===== src/common/motor_cmd_pkg.sv =====
/*
 * Constants for the absolute-move and gentle-halt command interpreter.
 * Assumes a byte-level I2C slave front end that delivers received bytes
 * with start and stop markers.
 */
package motor_cmd_pkg;
    localparam logic [1:0] ADDR_TOP_BITS = 2'h3;
    localparam logic [7:0] CMD_ABSOLUTE_MOVE = 8'h8B;
    localparam logic [7:0] CMD_GENTLE_HALT = 8'h8F;
    localparam logic [7:0] FILLER_BYTE = 8'hFF;
    localparam int POS_W = 16;
    localparam int VEL_W = 4;
    localparam logic [2:0] IDX_ADDR = 3'h0;
    localparam logic [2:0] IDX_CMD = 3'h1;
    localparam logic [2:0] IDX_FILL0 = 3'h2;
    localparam logic [2:0] IDX_FILL1 = 3'h3;
    localparam logic [2:0] IDX_POS_HI = 3'h4;
    localparam logic [2:0] IDX_POS_LO = 3'h5;
    localparam logic [2:0] IDX_DONE = 3'h6;
    localparam logic [15:0] TARGET_RESET = 16'h0000;
endpackage


===== src/logic/motor_position_stop_commands.sv =====
/*
 * Command interpreter for the absolute-move and gentle-halt frames of a
 * stepper position controller.
 * Assumes an I2C byte front end presenting each received byte as a
 * one-cycle strobe, plus start and stop pulses, all synchronous to clk_i.
 */
// Function
// RULE_01: Valid absolute move loads new target position.
// RULE_02: Master sends address byte then command 0x8B.
// RULE_03: Two filler bytes, high then low signed position.
// RULE_04: Blocked state ignores move, target unchanged.
// RULE_05: Thermal shutdown raises internal gentle halt.
// RULE_06: Halt decelerates to minimum velocity, then stops.
// RULE_07: After stopping, actual position copied into target.
// RULE_08: Master halt frame: address then command 0x8F.
// RULE_09: Wrong address or unknown command is discarded.
`timescale 1ns/100ps
`default_nettype none
module motor_position_stop_commands
    import motor_cmd_pkg::*;
(
    input wire logic clk_i,
    input wire logic reset_i,
    input wire logic frame_start_i,
    input wire logic frame_stop_i,
    input wire logic byte_valid_i,
    input wire logic [7:0] byte_data_i,
    input wire logic [3:0] programmable_address_i,
    input wire logic hardwired_address_bit_i,
    input wire logic move_blocked_i,
    input wire logic thermal_shutdown_i,
    input wire logic at_min_velocity_i,
    input wire logic motor_stopped_i,
    input wire logic [POS_W-1:0] actual_position_i,
    output logic [POS_W-1:0] target_position_o,
    output logic target_loaded_o,
    output logic move_ignored_o,
    output logic decelerate_o,
    output logic halt_o,
    output logic frame_discarded_o
);
    typedef enum logic [1:0] {WAIT_FRAME, RECEIVE, SKIP} frame_state_t;
    typedef struct packed {
        frame_state_t st;
        logic [2:0] idx;
        logic is_move;
        logic [7:0] pos_hi;
        logic [POS_W-1:0] target;
        logic loaded;
        logic ignored;
        logic discarded;
        logic halt_req;
        logic therm_prev;
    } cmd_regs_t;

    cmd_regs_t s_q;
    cmd_regs_t s_d;
    logic [7:0] own_address;
    logic addr_match;
    logic cmd_is_move;
    logic cmd_is_halt;
    logic filler_ok;
    logic [POS_W-1:0] received_position;
    logic therm_rise;
    logic halt_frame_end;
    logic partial_frame_end;
    logic copy_pos;
    logic decel_w;
    logic halt_w;

    // The lowest address bit is the write flag, fixed low, so a read request never matches.
    assign own_address = {
        ADDR_TOP_BITS,
        programmable_address_i,
        hardwired_address_bit_i,
        1'b0
    };

    // Byte decodes; they mean something only while the byte strobe is high.
    assign addr_match = (byte_data_i == own_address);
    assign cmd_is_move = (byte_data_i == CMD_ABSOLUTE_MOVE);
    assign cmd_is_halt = (byte_data_i == CMD_GENTLE_HALT);
    assign filler_ok = (byte_data_i == FILLER_BYTE);
    assign received_position = {s_q.pos_hi, byte_data_i}; // [RULE_03]

    // Edge-triggered, so a shutdown held for a long time raises one stop, not a stream.
    assign therm_rise = thermal_shutdown_i && !s_q.therm_prev;

    // A halt frame is known complete only at its stop, after exactly two bytes.
    assign halt_frame_end = (s_q.st == RECEIVE) && !s_q.is_move && (s_q.idx == IDX_FILL0);
    // Any other frame still being received at its stop with at least one byte taken, and not a finished move, was cut short.
    assign partial_frame_end = (s_q.st == RECEIVE) && (s_q.idx != IDX_ADDR)
        && (s_q.idx != IDX_DONE);

    always_comb
    begin
        s_d = s_q;
        s_d.loaded = 1'b0;
        s_d.ignored = 1'b0;
        s_d.discarded = 1'b0;
        s_d.halt_req = 1'b0;
        s_d.therm_prev = thermal_shutdown_i;
        // A rising thermal shutdown behaves exactly like a received halt frame.
        if (therm_rise)
            s_d.halt_req = 1'b1; // [RULE_05]
        if (frame_start_i)
        begin
            s_d.st = RECEIVE;
            s_d.idx = IDX_ADDR;
            s_d.is_move = 1'b0;
        end
        else if (frame_stop_i)
        begin
            // A halt frame acts at its stop; any other unfinished frame is dropped.
            if (halt_frame_end)
                s_d.halt_req = 1'b1; // [RULE_08]
            else if (partial_frame_end)
                s_d.discarded = 1'b1; // [RULE_09]
            s_d.st = WAIT_FRAME;
        end
        else if (byte_valid_i && s_q.st == RECEIVE)
        begin
            s_d.idx = s_q.idx + 3'h1;
            case (s_q.idx)
                IDX_ADDR:
                begin
                    if (!addr_match) // [RULE_02]
                    begin
                        s_d.st = SKIP; // [RULE_09]
                        s_d.discarded = 1'b1;
                    end
                end
                IDX_CMD:
                begin
                    if (cmd_is_move)
                        s_d.is_move = 1'b1;
                    else if (!cmd_is_halt)
                    begin
                        s_d.st = SKIP; // [RULE_09]
                        s_d.discarded = 1'b1;
                    end
                end
                IDX_FILL0, IDX_FILL1:
                begin
                    // Bytes after a halt command or bad filler spoil the frame.
                    if (!s_q.is_move || !filler_ok) // [RULE_03]
                    begin
                        s_d.st = SKIP;
                        s_d.discarded = 1'b1;
                    end
                end
                IDX_POS_HI:
                begin
                    s_d.pos_hi = byte_data_i; // [RULE_03]
                end
                IDX_POS_LO:
                begin
                    // Blocking is judged as the low byte lands, when the move would take effect.
                    if (move_blocked_i)
                        s_d.ignored = 1'b1; // [RULE_04]
                    else
                    begin
                        s_d.target = received_position; // [RULE_01] [RULE_03]
                        s_d.loaded = 1'b1;
                    end
                end
                default:
                begin
                    s_d.st = SKIP;
                    s_d.discarded = 1'b1;
                end
            endcase
        end
        // The copy comes last so it overrides a move landing in the same cycle.
        // That move is then not reported as loaded, since it never took effect.
        if (copy_pos)
        begin
            s_d.target = actual_position_i; // [RULE_07]
            s_d.loaded = 1'b0;
        end
    end

    always_ff @(posedge clk_i or posedge reset_i)
    begin
        if (reset_i)
        begin
            s_q.st <= WAIT_FRAME;
            s_q.idx <= IDX_ADDR;
            s_q.is_move <= 1'b0;
            s_q.pos_hi <= 8'h00;
            s_q.target <= TARGET_RESET;
            s_q.loaded <= 1'b0;
            s_q.ignored <= 1'b0;
            s_q.discarded <= 1'b0;
            s_q.halt_req <= 1'b0;
            s_q.therm_prev <= 1'b0;
        end
        else
        begin
            s_q <= s_d;
        end
    end

    // The sequencer ignores requests while a stop runs, so a repeat halt cannot restart it.
    halt_sequencer u_halt (
        .clk_i(clk_i),
        .reset_i(reset_i),
        .halt_req_i(s_q.halt_req),
        .at_min_velocity_i(at_min_velocity_i),
        .motor_stopped_i(motor_stopped_i),
        .decel_o(decel_w),
        .halt_o(halt_w),
        .copy_pos_o(copy_pos)
    );

    assign target_position_o = s_q.target;
    assign target_loaded_o = s_q.loaded;
    assign move_ignored_o = s_q.ignored;
    assign decelerate_o = decel_w; // [RULE_06]
    assign halt_o = halt_w;
    assign frame_discarded_o = s_q.discarded;
endmodule
`default_nettype wire


===== src/logic/halt_sequencer.sv =====
/*
 * Gentle-halt sequencer: asks for deceleration, waits until the motion
 * core reports minimum velocity and standstill, then asks for the target
 * to be overwritten with the actual position.
 * Assumes the motion core reports its state synchronously to clk_i.
 */
`timescale 1ns/100ps
`default_nettype none
module halt_sequencer
    import motor_cmd_pkg::*;
(
    input wire logic clk_i,
    input wire logic reset_i,
    input wire logic halt_req_i,
    input wire logic at_min_velocity_i,
    input wire logic motor_stopped_i,
    output logic decel_o,
    output logic halt_o,
    output logic copy_pos_o
);
    typedef enum logic [1:0] {IDLE, DECEL, HALT, COPY} halt_state_t;
    typedef struct packed {
        halt_state_t st;
        logic decel;
        logic halt;
        logic copy;
    } halt_regs_t;

    halt_regs_t s_q;
    halt_regs_t s_d;

    always_comb
    begin
        s_d = s_q;
        s_d.copy = 1'b0;
        case (s_q.st)
            IDLE:
            begin
                if (halt_req_i)
                begin
                    s_d.st = DECEL;
                    s_d.decel = 1'b1; // [RULE_06]
                end
            end
            DECEL:
            begin
                if (at_min_velocity_i)
                begin
                    s_d.st = HALT;
                    s_d.decel = 1'b0;
                    s_d.halt = 1'b1; // [RULE_06]
                end
            end
            HALT:
            begin
                if (motor_stopped_i)
                begin
                    s_d.st = COPY;
                    s_d.copy = 1'b1; // [RULE_07]
                end
            end
            COPY:
            begin
                s_d.st = IDLE;
                s_d.halt = 1'b0;
            end
            default:
            begin
                s_d.st = IDLE;
            end
        endcase
    end

    always_ff @(posedge clk_i or posedge reset_i)
    begin
        if (reset_i)
            s_q <= '{st: IDLE, decel: 1'b0, halt: 1'b0, copy: 1'b0};
        else
            s_q <= s_d;
    end

    assign decel_o = s_q.decel;
    assign halt_o = s_q.halt;
    assign copy_pos_o = s_q.copy;
endmodule
`default_nettype wire


===== config.mk =====
export PLATFORM = sky130hd
export DESIGN_NAME = motor_position_stop_commands
export DESIGN_NICKNAME = d
export VERILOG_FILES = /design/src/common/motor_cmd_pkg.sv /design/src/logic/motor_position_stop_commands.sv /design/src/logic/halt_sequencer.sv
export SDC_FILE = /design/constraint.sdc
export NUM_CORES = 1
export LEC_CHECK = 0
export BUFFER_PORTS_ARGS = -buffer_cell sky130_fd_sc_hd__buf_2
export CAP_MARGIN = 10
export CORE_MARGIN = 5
export CORE_UTILIZATION = 54
export CTS_BUF_LIST = sky130_fd_sc_hd__clkbuf_4
export CTS_CLUSTER_DIAMETER = 30
export DETAILED_ROUTE_END_ITERATION = 8
export HOLD_SLACK_MARGIN = 0.02
export PLACE_DENSITY = 0.82
export SYNTH_ARGS = -nofsm -noshare
export SYNTH_HDL_FRONTEND = slang
export SYNTH_SLANG_ARGS = --single-unit

===== constraint.sdc =====
create_clock -name clk_i -period 2.08 [get_ports clk_i]
set_input_delay 0.208 -clock clk_i [delete_from_list [all_inputs] [get_ports clk_i]]
set_output_delay 0.208 -clock clk_i [all_outputs]
set_load 0.01 [all_outputs]

==> results by group <==
Outcome
  • Status: finished, final reports clean

Detailed routing
  • Wire length on met3: 344 um
  • Highest metal used: met4
  • DRT antenna net count: 0
  • Iter 0 DRT Violations: 131
  • Post-route DRC: 0
  • Drt pass-1 iters: 4
  • Metal2 WL: 2.096 mm
  • DR vias/cell: 5.481
  • Drt wl/cell: 15.68 um
  • Drt total wl: 4.470 mm
  • Vias: 1562
  • DRT met1 WL: 1.979 mm

Power
  • P_int: 0.001526 W
  • Peak supply drop: 640.0 uV
  • Power Density: 961.7 nW/um^2
  • P_leak: 1.182 nW
  • Reg power frac: 48.4%
  • NetSw: 0.0007750 W
  • Comb power frac: 33.9%
  • Net Sw Frac: 33.69%
  • Clk network pwr share: 17.6%

Setup path
  • Critical path type: reg2reg
  • Worst EP arrival: 2.15 ns
  • Crit path max fanout: 16
  • CP required: 2.39 ns
  • Startpoint Class: flip-flop
  • Critical Path Sink Type: flip-flop

STA
  • Post-layout min period: 1.834 ns
  • Max Clock Freq: 545.4 MHz
  • Fin Hold WS: 0.07908 ns
  • RSZ-0062 raised after global routing: false
  • Final worst path period share: 88.15%
  • Final setup vio count: 0
  • Hold Fails Final Rpt: 0
  • Setup Skew: 0.01556 ns
  • Final slew viol count: 0
  • Relative slew slack: 52.05%
  • Worst-margin pin slew: 0.7193 ns
  • Setup TNS: 0 ns

Placed design
  • Port Buf Inserts: 58
  • DP Wirelength: 3.368 mm
  • GPL Wtd Cong: 0.8523

Flow run
  • Max-cap viol count: 0

CTS
  • CTS Buffer Depth: 2
  • Post-CTS sizing: 0
  • Setup repair bufs after CTS: 0
  • CTS tree: built
  • TritonCTS Sinks: 40
  • Hold_buf cts: 2
  • Root buf cell: clkbuf_4
  • Inserted Clock Buffers: 5
  • Clock transition at path regs: 0.12 ns
  • Worst-Skew Late Latency: 0.37 ns
  • CTS H-Tree Depth: 2

Yosys
  • Library cells used by synthesis: 42
  • Syn_nets: 235
  • Cell Area, Synth: 2122 um^2
  • Asr flop ratio synth: 100.0%
  • Synth Area per Inst: 11.23 um^2
  • Seq cells post-synth: 40
  • Seq/Total Area, Yosys: 47.17%
  • Post-synth EDFFs: 0
  • Ys flop type: dfrtp_1
  • Cells after Synth: 189
  • Syn. warnings: 0

Die
  • Die area: 5283 um^2
  • Die W: 72.69 um
  • I/O pin cnt: 59
  • Die Y: 72.69 um
  • Num rows: 22
  • Initial Util: 56.68%
  • Core Area: 3744 um^2

GRT
  • Total grt overflow: 0
  • Vias in the first global route: 1557
  • Largest net degree at the start of global routing: 41
  • First-pass GRT wire length: 7.555 mm
  • Gr usage total: 18.61%
  • Initial antenna violation count: 0

Worst hold path
  • Hold crit path type: in2reg

Final layout
  • Share of layout cells above drive strength 1: 32.91%
  • # diodes: 0
  • Area added between synthesis and finish: 12.74%
  • Fin nets: 282
## placed cells by master (no fill, tap or decap), types with 3 or more instances in the layout
cell      count
a221o_1      17
and2_1       20
buf_2        58
buf_4         3
clkbuf_4      6
dfrtp_1      40
ha_1          8
inv_1        10
mux2_2        6
nand2_1       7
nor2_1        8
nor2b_1       3
o21ai_0       3
xnor2_1       7
## critical path, stage by stage (launching register included)
cell	delay [ns]
dfrtp_1	0.42
inv_1	0.11
ha_1	0.23
and3b_4	0.19
a21oi_2	0.56
a221o_1	0.27
## area by class of cell
cell class | count | area (um^2)
flip-flops and latches | 40 | 1001
repair buffers | 63 | 332.8
clock inverters | 2 | 11.26
fillers | 310 | 1351
clock buffers | 6 | 45.04
multi-input cells | 116 | 904.6
inverters | 10 | 37.54
well taps | 48 | 60.06
## power groups by stage
stage	Sequential, W	Combinational [W]	Clock [W]
finish	0.00111	0.000781	0.000405
global route	0.00114	0.000877	0.000457
CTS	0.00112	0.000792	0.000408
detailed placement	0.00113	0.000787	0
global placement	0.00112	0.000757	0
floorplan	0.00110	0.000702	0
## worst paths after layout
path	cells past startpoint	slack, ns	from	endpoint
hold reg to reg	1	0.44	s_q[0]	s_q[1]
min in group asynchronous	4	0.49	reset_i	u_halt.decel_o
setup reg to reg	5	0.25	s_q[31]	target_position_o[15]
setup / recovery	5	0.25	s_q[31]	target_position_o[15]
max in group asynchronous	4	1.25	reset_i	move_ignored_o
hold / removal	2	0.08	motor_stopped_i	u_halt.copy_pos_o
## synth_stat cells, types with 2 or more instances
cell	n	area share, %
nand3b_1	2	0.71
and2_1	20	5.9
nor2b_1	3	0.88
mux2_2	6	3.2
o31ai_1	2	0.71
a21oi_1	2	0.47
and3_1	2	0.59
inv_1	10	1.8
nor4_1	2	0.59
buf_2	2	0.47
a31oi_1	2	0.59
nand2b_1	2	0.59
xnor2_1	7	2.9
buf_6	4	2.1
dfrtp_1	40	47
o21ai_0	3	0.71
mux2_1	2	1.1
nand2_1	7	1.2
a221o_1	17	8.0
ha_1	8	4.7
a221oi_1	2	0.83
buf_4	16	5.7
nand3_1	2	0.47
nor2_1	8	1.4
## flip-flops by register name, summed over array words and instances, names as in the netlist
register           count
u_halt.copy_pos_o      1
target_position_o     16
s_q                    8
u_halt.halt_o          1
u_halt.decel_o         1
u_halt.s_q             2
received_position      8
frame_discarded_o      1
move_ignored_o         1
target_loaded_o        1
## cell families after synthesis
logic type               count (synthesis)  share of synthesized area [%]
buffers and inverters                   33                          10.20
adder cells (fa/ha/maj)                  8                          4.717
XOR/XNOR                                 7                          2.889
AND/OR/NAND/NOR                         57                          16.21
AO/OA/AOI/OAI                           36                          14.56
flip-flops                              40                          47.17
multiplexers                             8                          4.245
## per-layer routing
metal,up-vias,global-route usage (%)
met4,0,5.738
li1,760,-
met3,8,6.612
met5,-,0
met1,737,24.21
met2,57,29.06
## stage by stage
step / cells / utilization [%] / total power, W / cell area, um^2 / setup WS, ns
final: 285 / 63.90 / 0.002301 / 2392 / 0.2464
after global routing: 285 / 63.90 / 0.002474 / 2392 / 0.1217
after CTS: 285 / 63.90 / 0.002316 / 2392 / 0.2523
after detailed placement: 275 / 61.87 / 0.001920 / 2316 / 0.2623
after global placement: 275 / 61.87 / 0.001881 / 2316 / 0.3256
after floorplan: 189 / - / 0.001799 / 2122 / 0.3993
Note: power is estimated with default switching activity, not from simulation.
